==> config.mk <==
export PLATFORM = sky130hd
export DESIGN_NAME = fpp_top
export DESIGN_NICKNAME = d
export VERILOG_FILES = /design/src/hw/fpp_pkg.sv /design/src/hw/fpp_pin_sync.sv /design/src/hw/fpp_top.sv
export SDC_FILE = /design/constraint.sdc
export NUM_CORES = 1
export LEC_CHECK = 0
export ABC_AREA = 1
export BUFFER_PORTS_ARGS = -buffer_cell sky130_fd_sc_hd__buf_2
export CAP_MARGIN = 20
export CORE_ASPECT_RATIO = 0.9
export CORE_UTILIZATION = 41
export CTS_CLUSTER_DIAMETER = 120
export DETAILED_ROUTE_END_ITERATION = 8
export PLACE_DENSITY = 0.78
export SYNTH_ARGS = -nofsm -noshare
export SYNTH_HDL_FRONTEND = slang
export SYNTH_HIERARCHICAL = 1
export SYNTH_SLANG_ARGS = --single-unit
==> constraint.sdc <==
create_clock -name CLK -period 1.35 [get_ports CLK]
set_clock_uncertainty 0.15 [all_clocks]
set_input_delay 0.27 -clock CLK [delete_from_list [all_inputs] [get_ports CLK]]
set_output_delay 0.27 -clock CLK [all_outputs]
set_load 0.01 [all_outputs]
==> src/hw/fpp_pkg.sv <==
// Package: register map, field layout and constants for flash protection
// Operation
// - Write-enable pin low clears control one and erase select, blocks all.
// - Any reset or standby initialises all flash registers, protected state.
// - Error flag set aborts program or erase, registers kept.
// - Under error protection program/erase bits store but no mode entry.
// - Under error protection verify bits still enter verify mode.
// - Error state cleared only by reset pin, watchdog or hardware standby.
// - Flash read during program/erase sets error flag.
// - Exception during program/erase sets error flag, except listed ones.
// - Sleep or software standby during program/erase sets error flag.
// - Bus grant to other master during program/erase sets error flag.
// - Program/erase condition is program or erase bit of control one set.
// - Registers writable under error, but cleared on software standby.
// - Erase select gates erase per block; zero protects all blocks.
// - Emulation select protects all blocks; verify allowed.
// - Hardware, emulation or error protection refuses erase for all blocks.
// - Non-maskable interrupt blocked while program or erase bit set.
// - Non-maskable interrupt blocked in error state and during emulation; NMI_OUT is not gated by emulation select.
// - Boot mode blocks non-maskable interrupt until branch to boot area.
// - Flash reads during program/erase may return undefined value.
// - Program and erase bits clear when write-enable bit is zero.
package fpp_pkg;
  localparam logic [11:0] OFF_CTRL_ONE = 12'h000;
  localparam logic [11:0] OFF_CTRL_TWO = 12'h004;
  localparam logic [11:0] OFF_ERASE_SEL = 12'h008;
  localparam logic [11:0] OFF_RAM_OVL = 12'h00C;
  localparam logic [11:0] OFF_STATUS = 12'h010;
  // Control one field positions
  localparam int B_PROG = 0;
  localparam int B_ERASE = 1;
  localparam int B_PV = 2;
  localparam int B_EV = 3;
  localparam int B_PSU = 4;
  localparam int B_ESU = 5;
  localparam int B_SWE = 6;
  localparam int CTRL_ONE_W = 7;
  // Control two field position (error flag, read only)
  localparam int B_ERR = 7;
  // Ram overlay control field position
  localparam int B_RAM_EMULATION_SELECT = 3;
  localparam int RAM_OVL_W = 4;
  localparam logic [6:0] CTRL_ONE_RST = 7'h00;
  localparam logic [3:0] RAM_OVL_RST = 4'h0;
  localparam logic [23:0] BOOT_RAM_ADDR = 24'hFFEF10;
  localparam int RESET_MIN_CYC = 20;
  localparam int SYNC_W = 3;
  typedef enum logic [1:0] {
    FPP_IDLE = 2'b00,
    FPP_PROG = 2'b01,
    FPP_ERASE = 2'b11,
    FPP_VERIFY = 2'b10
  } fpp_mode_e;
endpackage

==> src/hw/fpp_pin_sync.sv <==
// Three-stage pin synchroniser with agreement filter
`timescale 1ns/1ps
module fpp_pin_sync
#(
  parameter logic INIT = 1'b0
)
(
  input wire logic CLK,
  input wire logic RESET,
  input wire logic PIN,
  output logic LEVEL
);
  logic s1_q;
  logic s2_q;
  logic s3_q;
  logic lvl_q;
  // Shift chain; first stage feeds only the second
  always_ff @(posedge CLK)
  begin
    if (RESET)
    begin
      s1_q <= INIT;
      s2_q <= INIT;
      s3_q <= INIT;
      lvl_q <= INIT;
    end
    else
    begin
      s1_q <= PIN;
      s2_q <= s1_q;
      s3_q <= s2_q;
      if (s2_q == s3_q)
        lvl_q <= s3_q;
    end
  end
  assign LEVEL = lvl_q;
endmodule // fpp_pin_sync

==> src/hw/fpp_top.sv <==
// Flash program/erase protection with APB register slave
//
// The APB register port and the placing of the registers were chosen for this implementation.
`timescale 1ns/1ps
module fpp_top
#(
  parameter int NUM_BLOCKS = 16
)
(
  input wire logic CLK,
  input wire logic RESET,
  input wire logic [11:0] PADDR,
  input wire logic PSEL,
  input wire logic PENABLE,
  input wire logic PWRITE,
  input wire logic [31:0] PWDATA,
  output logic [31:0] PRDATA,
  output logic PREADY,
  output logic PSLVERR,
  input wire logic FLASH_WRITE_ENABLE_PIN,
  input wire logic WDT_RESET,
  input wire logic HW_STANDBY,
  input wire logic SW_STANDBY,
  input wire logic SLEEP_EXEC,
  input wire logic FLASH_READ,
  input wire logic EXCEPTION_TAKEN,
  input wire logic EXCEPTION_EXEMPT,
  input wire logic BUS_GRANT_OTHER,
  input wire logic BOOT_MODE,
  input wire logic [23:0] FETCH_ADDR,
  input wire logic FETCH_VALID,
  input wire logic NMI_REQ,
  output logic NMI_OUT,
  output logic PROGRAM_MODE,
  output logic ERASE_MODE,
  output logic VERIFY_MODE,
  output logic [NUM_BLOCKS-1:0] ERASE_BLOCKS,
  output logic RAM_OVERLAY_WRITABLE,
  output logic FLASH_DATA_UNDEFINED,
  output logic FLASH_ERROR_FLAG
);
  logic [6:0] ctrl_one_q;
  logic [6:0] ctrl_one_d;
  logic [NUM_BLOCKS-1:0] erase_sel_q;
  logic [NUM_BLOCKS-1:0] erase_sel_d;
  logic [3:0] ram_ovl_q;
  logic err_q;
  logic boot_lock_q;
  fpp_pkg::fpp_mode_e mode_q;
  fpp_pkg::fpp_mode_e mode_d;
  logic [31:0] prdata_q;
  logic fwe_lvl;
  logic [31:0] rd_mux;

  // Write-enable pin comes from outside: filtered synchroniser
  fpp_pin_sync #(.INIT(1'b0)) u_fwe_sync
  (
    .CLK(CLK),
    .RESET(RESET),
    .PIN(FLASH_WRITE_ENABLE_PIN),
    .LEVEL(fwe_lvl)
  );

  // Bus decode
  wire wr_cyc = PSEL && PENABLE && PWRITE;
  wire rd_cyc = PSEL && PENABLE && !PWRITE;
  wire hit_c1 = PADDR == fpp_pkg::OFF_CTRL_ONE;
  wire hit_c2 = PADDR == fpp_pkg::OFF_CTRL_TWO;
  wire hit_es = PADDR == fpp_pkg::OFF_ERASE_SEL;
  wire hit_ro = PADDR == fpp_pkg::OFF_RAM_OVL;
  wire hit_st = PADDR == fpp_pkg::OFF_STATUS;
  wire mapped = hit_c1 || hit_c2 || hit_es || hit_ro || hit_st;

  // Protection conditions
  wire full_reset = WDT_RESET || HW_STANDBY;
  wire reg_init = full_reset || SW_STANDBY;
  wire pin_low = !fwe_lvl;
  wire swe_off = !ctrl_one_q[fpp_pkg::B_SWE];
  wire emul_on = ram_ovl_q[fpp_pkg::B_RAM_EMULATION_SELECT];
  wire prog_bit = ctrl_one_q[fpp_pkg::B_PROG];
  wire erase_bit = ctrl_one_q[fpp_pkg::B_ERASE];
  wire pe_active = prog_bit || erase_bit;
  wire no_pe = pin_low || emul_on || err_q;
  wire erase_ok = !no_pe && (|erase_sel_q);
  wire err_event = pe_active && !pin_low && (FLASH_READ
    || (EXCEPTION_TAKEN && !EXCEPTION_EXEMPT)
    || SLEEP_EXEC || SW_STANDBY
    || BUS_GRANT_OTHER);

  // Control one next value: pin low or write-enable off clears bits
  always_comb
  begin
    ctrl_one_d = ctrl_one_q;
    if (wr_cyc && hit_c1)
      ctrl_one_d = PWDATA[fpp_pkg::CTRL_ONE_W-1:0];
    if (!ctrl_one_d[fpp_pkg::B_SWE])
    begin
      ctrl_one_d[fpp_pkg::B_PROG] = 1'b0;
      ctrl_one_d[fpp_pkg::B_ERASE] = 1'b0;
    end
    if (pin_low || reg_init)
      ctrl_one_d = fpp_pkg::CTRL_ONE_RST;
  end

  // Erase select next value
  always_comb
  begin
    erase_sel_d = erase_sel_q;
    if (wr_cyc && hit_es)
      erase_sel_d = PWDATA[NUM_BLOCKS-1:0];
    if (pin_low || reg_init)
      erase_sel_d = '0;
  end

  // Operating mode: error aborts at once, verify still allowed
  always_comb
  begin
    mode_d = fpp_pkg::FPP_IDLE;
    if (pin_low)
      mode_d = fpp_pkg::FPP_IDLE;
    else if (prog_bit && !no_pe && !err_event)
      mode_d = fpp_pkg::FPP_PROG;
    else if (erase_bit && erase_ok && !err_event)
      mode_d = fpp_pkg::FPP_ERASE;
    else if (ctrl_one_q[fpp_pkg::B_PV] || ctrl_one_q[fpp_pkg::B_EV])
      mode_d = fpp_pkg::FPP_VERIFY;
  end

  // Register updates
  always_ff @(posedge CLK)
  begin
    if (RESET)
    begin
      ctrl_one_q <= fpp_pkg::CTRL_ONE_RST;
      erase_sel_q <= '0;
      ram_ovl_q <= fpp_pkg::RAM_OVL_RST;
      mode_q <= fpp_pkg::FPP_IDLE;
    end
    else
    begin
      ctrl_one_q <= ctrl_one_d;
      erase_sel_q <= erase_sel_d;
      mode_q <= mode_d;
      if (wr_cyc && hit_ro)
        ram_ovl_q <= PWDATA[fpp_pkg::RAM_OVL_W-1:0];
    end
  end

  // Error flag: set by events, cleared only by full resets
  always_ff @(posedge CLK)
  begin
    if (RESET)
      err_q <= 1'b0;
    else if (err_event)
      err_q <= 1'b1;
    else if (full_reset)
      err_q <= 1'b0;
  end

  // Boot lock: armed at reset in boot mode, released at boot area branch
  always_ff @(posedge CLK)
  begin
    if (RESET)
      boot_lock_q <= 1'b1;
    else if (!BOOT_MODE)
      boot_lock_q <= 1'b0;
    else if (FETCH_VALID && FETCH_ADDR == fpp_pkg::BOOT_RAM_ADDR)
      boot_lock_q <= 1'b0;
  end

  // Read mux
  assign rd_mux = hit_c1 ? {25'h0, ctrl_one_q}
    : hit_c2 ? {24'h000000, err_q, 7'h00}
    : hit_es ? 32'(erase_sel_q)
    : hit_ro ? {28'h0000000, ram_ovl_q}
    : hit_st ? {30'h0, mode_q}
    : 32'h00000000;

  // Read data register
  always_ff @(posedge CLK)
  begin
    if (RESET)
      prdata_q <= 32'h00000000;
    else if (PSEL && !PENABLE && !PWRITE)
      prdata_q <= rd_mux;
  end

  // Bus answers: zero wait states, error on unmapped address
  assign PREADY = 1'b1;
  assign PSLVERR = PSEL && PENABLE && !mapped;
  assign PRDATA = prdata_q;

  // Outputs
  assign NMI_OUT = NMI_REQ && !pe_active && !err_q
    && !(BOOT_MODE && boot_lock_q);
  assign PROGRAM_MODE = mode_q == fpp_pkg::FPP_PROG;
  assign ERASE_MODE = mode_q == fpp_pkg::FPP_ERASE;
  assign VERIFY_MODE = mode_q == fpp_pkg::FPP_VERIFY;
  assign ERASE_BLOCKS = ERASE_MODE ? erase_sel_q : '0;
  assign RAM_OVERLAY_WRITABLE = emul_on;
  assign FLASH_DATA_UNDEFINED = pe_active;
  assign FLASH_ERROR_FLAG = err_q;

  // Checks: interrupt gating while programming or erasing
  nmi_block_a: assert property (@(posedge CLK) disable iff (RESET)
    (pe_active || err_q)
    |-> !NMI_OUT)
    else $error("nmi passed while protected");

  // Checks: error flag only released by a full reset
  err_sticky_a: assert property (@(posedge CLK) disable iff (RESET)
    err_q && !full_reset
    |=> err_q)
    else $error("error flag cleared without reset");

  // Checks: an error event ends program and erase modes
  err_set_a: assert property (@(posedge CLK) disable iff (RESET)
    err_event
    |=> err_q ##1 !PROGRAM_MODE && !ERASE_MODE)
    else $error("error did not abort");

  // Checks: no program or erase mode under error protection
  err_noprog_a: assert property (@(posedge CLK) disable iff (RESET)
    $past(err_q)
    |-> !PROGRAM_MODE && !ERASE_MODE)
    else $error("mode entered under error");

  // Checks: pin low wipes control one and erase select
  pin_clear_a: assert property (@(posedge CLK) disable iff (RESET)
    pin_low
    |=> ctrl_one_q == fpp_pkg::CTRL_ONE_RST && erase_sel_q == '0)
    else $error("pin low did not clear");

  // Checks: emulation select keeps every block protected
  emul_prot_a: assert property (@(posedge CLK) disable iff (RESET)
    $past(emul_on)
    |-> !PROGRAM_MODE && !ERASE_MODE)
    else $error("mode entered under emulation");

  // Checks: an empty erase select protects all blocks
  erase_zero_a: assert property (@(posedge CLK) disable iff (RESET)
    $past(erase_sel_q) == '0
    |-> !ERASE_MODE)
    else $error("erase with no block");

  // Checks: write enable bit off forces program and erase bits low
  swe_clear_a: assert property (@(posedge CLK) disable iff (RESET)
    swe_off
    |-> !prog_bit && !erase_bit)
    else $error("program bit with write enable off");

  // Checks: software standby initialises control one
  sstby_init_a: assert property (@(posedge CLK) disable iff (RESET)
    SW_STANDBY
    |=> ctrl_one_q == fpp_pkg::CTRL_ONE_RST)
    else $error("standby did not init");

  // Checks: software standby initialises erase select too
  sstby_ebr_a: assert property (@(posedge CLK) disable iff (RESET)
    SW_STANDBY
    |=> erase_sel_q == '0)
    else $error("standby did not clear erase select");

  // Checks: pin low leaves no mode at all, verify included
  pin_mode_a: assert property (@(posedge CLK) disable iff (RESET)
    $past(pin_low)
    |-> !PROGRAM_MODE && !ERASE_MODE && !VERIFY_MODE)
    else $error("mode active with pin low");

  // Checks: program mode only from a set program bit
  prog_bit_a: assert property (@(posedge CLK) disable iff (RESET)
    PROGRAM_MODE
    |-> $past(prog_bit))
    else $error("program mode without program bit");

  // Checks: erase mode only from a set erase bit
  erase_bit_a: assert property (@(posedge CLK) disable iff (RESET)
    ERASE_MODE
    |-> $past(erase_bit))
    else $error("erase mode without erase bit");

  // Checks: program-verify still reachable, error or not
  pv_verify_a: assert property (@(posedge CLK) disable iff (RESET)
    $past(!pin_low && ctrl_one_q[fpp_pkg::B_PV] && !pe_active)
    |-> VERIFY_MODE)
    else $error("program verify refused");

  // Checks: erase-verify still reachable, error or not
  ev_verify_a: assert property (@(posedge CLK) disable iff (RESET)
    $past(!pin_low && ctrl_one_q[fpp_pkg::B_EV] && !pe_active)
    |-> VERIFY_MODE)
    else $error("erase verify refused");

  // Checks: an error keeps control one as it was
  err_keep_a: assert property (@(posedge CLK) disable iff (RESET)
    err_event && !reg_init && !(wr_cyc && hit_c1)
    |=> ctrl_one_q == $past(ctrl_one_q))
    else $error("error changed control one");

  // Checks: an error keeps the erase select as it was
  ebr_keep_a: assert property (@(posedge CLK) disable iff (RESET)
    err_event && !reg_init && !(wr_cyc && hit_es)
    |=> erase_sel_q == $past(erase_sel_q))
    else $error("error changed erase select");

  // Checks: a write to control two cannot clear the flag
  err_write_a: assert property (@(posedge CLK) disable iff (RESET)
    wr_cyc && hit_c2 && err_q && !full_reset
    |=> err_q)
    else $error("write cleared error flag");

  // Checks: watchdog or hardware standby releases the flag
  full_clear_a: assert property (@(posedge CLK) disable iff (RESET)
    full_reset && !err_event
    |=> !err_q)
    else $error("full reset kept error flag");

  // Checks: a full reset initialises both flash registers
  reset_init_a: assert property (@(posedge CLK) disable iff (RESET)
    full_reset
    |=> ctrl_one_q == fpp_pkg::CTRL_ONE_RST && erase_sel_q == '0)
    else $error("full reset did not init");

  // Checks: flash reads flagged undefined while bits are set
  undef_rd_a: assert property (@(posedge CLK) disable iff (RESET)
    pe_active
    |-> FLASH_DATA_UNDEFINED)
    else $error("reads not flagged undefined");

  // Checks: no interrupt before the boot area branch
  boot_nmi_a: assert property (@(posedge CLK) disable iff (RESET)
    BOOT_MODE && boot_lock_q
    |-> !NMI_OUT)
    else $error("nmi passed in boot lock");

  // Checks: error protection also masks the interrupt
  err_nmi_a: assert property (@(posedge CLK) disable iff (RESET)
    err_q
    |-> !NMI_OUT)
    else $error("nmi passed under error");

  // Checks: overlapping ram stays writable under emulation
  ram_emul_a: assert property (@(posedge CLK) disable iff (RESET)
    emul_on
    |-> RAM_OVERLAY_WRITABLE)
    else $error("overlay ram not writable");

  // Checks: hardware or error protection refuses erase of all blocks
  erase_all_a: assert property (@(posedge CLK) disable iff (RESET)
    pin_low || err_q
    |=> ERASE_BLOCKS == '0)
    else $error("block erase under protection");

  // Checks: pin low never raises the error flag
  pin_err_a: assert property (@(posedge CLK) disable iff (RESET)
    pin_low && !err_q
    |=> !err_q)
    else $error("error raised with pin low");
endmodule // fpp_top

==> metrics.sh <==
MIN-DELAY-PATH-CLASS='input port to flop'
LAYOUT-AREA-OVERHEAD-VS-SYNTH_PCT=56.40
POST-ROUTE-DRC-COUNT=0
DIE_H_UM=78
POST_SYNTH_INST_COUNT=379
REGTOREGSETUPSLACK_NS=-0.07
GROUTE.LAYER.MET2.USAGE_PCT=37.86
GRT_PASS1_WL_MM=12.30
DETAIL_ROUTE.WL_PER_CELL_UM=13.85
FIN_TOTAL_PWR_mW=2.835
USE_MET1_PCT=29.30
MOST_AREA_HUNGRY_CELL_TYPE_IN_THE_YOSYS_NETLIST='sky130_fd_sc_hd__dfxtp_1'
CLOCK_SINK_COUNT=51
FINAL.MIN_CLOCK_PERIOD_NS=1.611
PLACE_HPWL_MM=5.493
FINALHOLDVIOLCOUNT=0
GLOBALROUTE.TOTALOVERFLOW=0
GRTUSAGEMET3_PCT=5.106
CORE_UM2=6148
VIAS_PER_CELL=4.990
CTS_BUFFERS=5
PWRDENS_nW_PER_UM2=688.9
SYNTH_TOP_CELLS_BY_AREA='sky130_fd_sc_hd__dfxtp_1 39%, sky130_fd_sc_hd__inv_1 8.6%, sky130_fd_sc_hd__o21ai_0 7.8%'
WORST-ENDPOINT-ARRIVAL_NS=1.19
NUM-NETS-FINAL=609
OUTCOME='finished with violations'
SYNTH-SEQ-CELLS=51
PLACE.GP.CONGESTION=0.9278
FINAL_PERIOD_UTILIZATION_PCT=119.4
DIE_W_UM=86.45
TIMING.CRITICAL_PATH.FANOUT_MAX=2
PLACEMENTROWS=27
ANT_NETS=0
BUSIEST_LAYER='met2'
FIN_CELLS=612
IO_PINS=142
TIMING.MAX_CAP.VIOLATIONS=0
PLACE_INST=591
CLOCKBUFFERDEPTH=2
SYNTH_TOP_AREA_SHARE_PCT=38.80
TIMING.FMAX_GHz=0.6206
WIRELENGTH_MM=8.474
TIMING.FINAL.MAX_SLEW_VIOLATIONS=0
FLOORPLAN.INITIALDENSITY_PCT=42.80
WORST_EP_REQUIRED_TIME_NS=0.93
YOSYSWARNINGS=6
SYN_AVG_CELL_AREA_UM2=6.943
CRITPATHCAPTURETYPE='primary output'
WORST_SLACK_NS=-0.2613
PORTION_OF_THE_POST_SYNTHESIS_AREA_USED_BY_SEQUENTIAL_ELEMENTS_PCT=38.80
FINALSETUPVIOLATIONS=28
BUFFER_PORTS.INSERTED=108
VIOLATIONS='negative setup slack'
ROOT_BUFFER_MASTER='sky130_fd_sc_hd__clkbuf_8'
GLOBALROUTETOTALUTIL_PCT=23.07
DR_TOTAL_VIAS=3054
STATIC-LEAKAGE-POWER_nW=1.869
WORST_SKEW_PAIR.LATE_LATENCY_NS=0.31
ANTENNA_CELLS=0
CRITICAL_PATH_CLASS='flop to primary output'
FP.DIEAREA_UM2=6743
HOLDBUFCOUNTCTS=0
CTS.CLK_SLEW.WORST_PATHS_NS=0.09
RSZ0062_AT_GRT='true'
PEAKVDDDROP_mV=0.6370
CRITICAL_PATH.STARTPOINT_TYPE='flop'
DRT-INITIAL-DRC-COUNT=174
GRT_START_MAX_NET_PINS=33
MAPPEDNETLISTAREA_UM2=2631
FRACTION_OF_LAYOUT_CELLS_WITH_A_SIZE_SUFFIX_ABOVE_1_PCT=43.24
GRT_PASS1_VIAS=2742
NUMBER_OF_ANTENNA_VIOLATIONS_AT_THE_FIRST_CHECK_IN_GLOBAL_ROUTING=0
HTREE_NUM_LEVELS=2
FIRSTDRTPASSITERS=4
CTS_TREE='yes'
SYNTH.LIB_CELLS_USED.DISTINCT=30
synth_stat cells (all sizes together):
master and instances:
or2 1, nand2 41, a21oi 38, inv 61, and3 2, nor2 52, o211ai 5, nand3 21
clkbuf 9, dfxtp 51, nor3 3, conb 2, o21a 4, nand3b 3, a21boi 1, o21ai 43
nand4 16, buf 23, o21bai 1, nor3b 2
placed cells by master (no fill, tap or decap), drive strengths merged:
master  instances
a21boi          1
dfxtp          51
o21bai          1
and3            2
buf           154
nand3          21
nand3b          3
nand2          41
a21oi          38
conb           17
nor2           52
nand4          16
inv            63
nor3            3
clkinv          1
or2             1
o21a            4
o21ai          43
nor3b           2
clkbuf          6
o211ai          5
stage by stage:
stage               setup slack [ns]  area, µm²  util (%)  hold WS (ns)  setup TNS [ns]
floorplan                   -0.03733       2704         -        0.1891         -0.5185
global placement             -0.2493       3451     56.13        0.2407          -8.590
detailed placement           -0.3057       3451     56.13        0.2483          -9.632
CTS                          -0.2517       3755     61.07      0.007248          -4.368
global route                 -0.2989       4115     66.93       0.01416          -5.829
finish                       -0.2613       4115     66.93      0.009668          -4.674
logic make-up (layout without fill, tap and decap cells):
| logic type | after synthesis | count (layout) | share of synthesized area [%] |
|---|---|---|---|
| flops | 51 | 51 | 38.80 |
| other cells | 2 | 17 | 0.2854 |
| simple gates | 141 | 141 | 25.63 |
| compound gates | 92 | 92 | 18.83 |
| buf+inv | 93 | 224 | 16.45 |
area by class of cell:
cell class / count / area, µm²
clock inverter: 3 / 26.28
timing repair buffer: 155 / 1157
clock buffer: 5 / 68.82
tap: 87 / 108.9
multi-input combinational: 250 / 1490
fill: 482 / 2033
sequential: 51 / 1032
inverter: 61 / 231.5
sequential cells by signal (all words and copies together), names as in the netlist:
signal / flops
u_fwe_sync/s3_q: 1
u_fwe_sync/LEVEL: 1
ctrl_one_q: 7
erase_sel_q: 16
u_fwe_sync/s1_q: 1
mode_q: 2
boot_lock_q: 1
PRDATA: 16
FLASH_ERROR_FLAG: 1
ram_ovl_q: 4
u_fwe_sync/s2_q: 1
report_power, final:
part | switching [mW] | internal (mW) | leakage (nW)
clock | 0.540 | 0.382 | 0.0491
combinational | 0.193 | 0.181 | 1.40
sequential | 0.0123 | 1.53 | 0.416
total | 0.745 | 2.09 | 1.87
worst max-delay path, cell delays in order, from the launching register on:
cell and delay (ns):
sky130_fd_sc_hd__dfxtp_2 0.33, sky130_fd_sc_hd__or2_4 0.26, sky130_fd_sc_hd__nor3b_2 0.15, sky130_fd_sc_hd__buf_2 0.15
path summary, 6_finish.rpt:
kind | startpoint | end | cells past startpoint
min | FLASH_WRITE_ENABLE_PIN | u_fwe_sync/s1_q$_SDFF_PP0_ | 3
max reg2reg | ctrl_one_q[0]$_SDFFE_PP0N_ | mode_q[0]$_SDFF_PP0_ | 6
min reg2reg | u_fwe_sync/s1_q$_SDFF_PP0_ | u_fwe_sync/s2_q$_SDFF_PP0_ | 2
max | ctrl_one_q[0]$_SDFFE_PP0N_ | NMI_OUT | 3
what timing repair did:
action | 4_1_cts | 5_1_grt
setup buffers | 7 | 5
endpoints found under the setup margin | 22 | 60
gates cloned | 1 | 2
gates resized for setup | 48 | 75
pin swaps | 12 | 14
layer usage:
metal  routed length [µm]  share of wire (%)
met1                 3608                 43
met4                  178                2.1
met3                  521                6.1
met2                 4165                 49
met5                    0                  0
(Power assumes the default switching activity.)
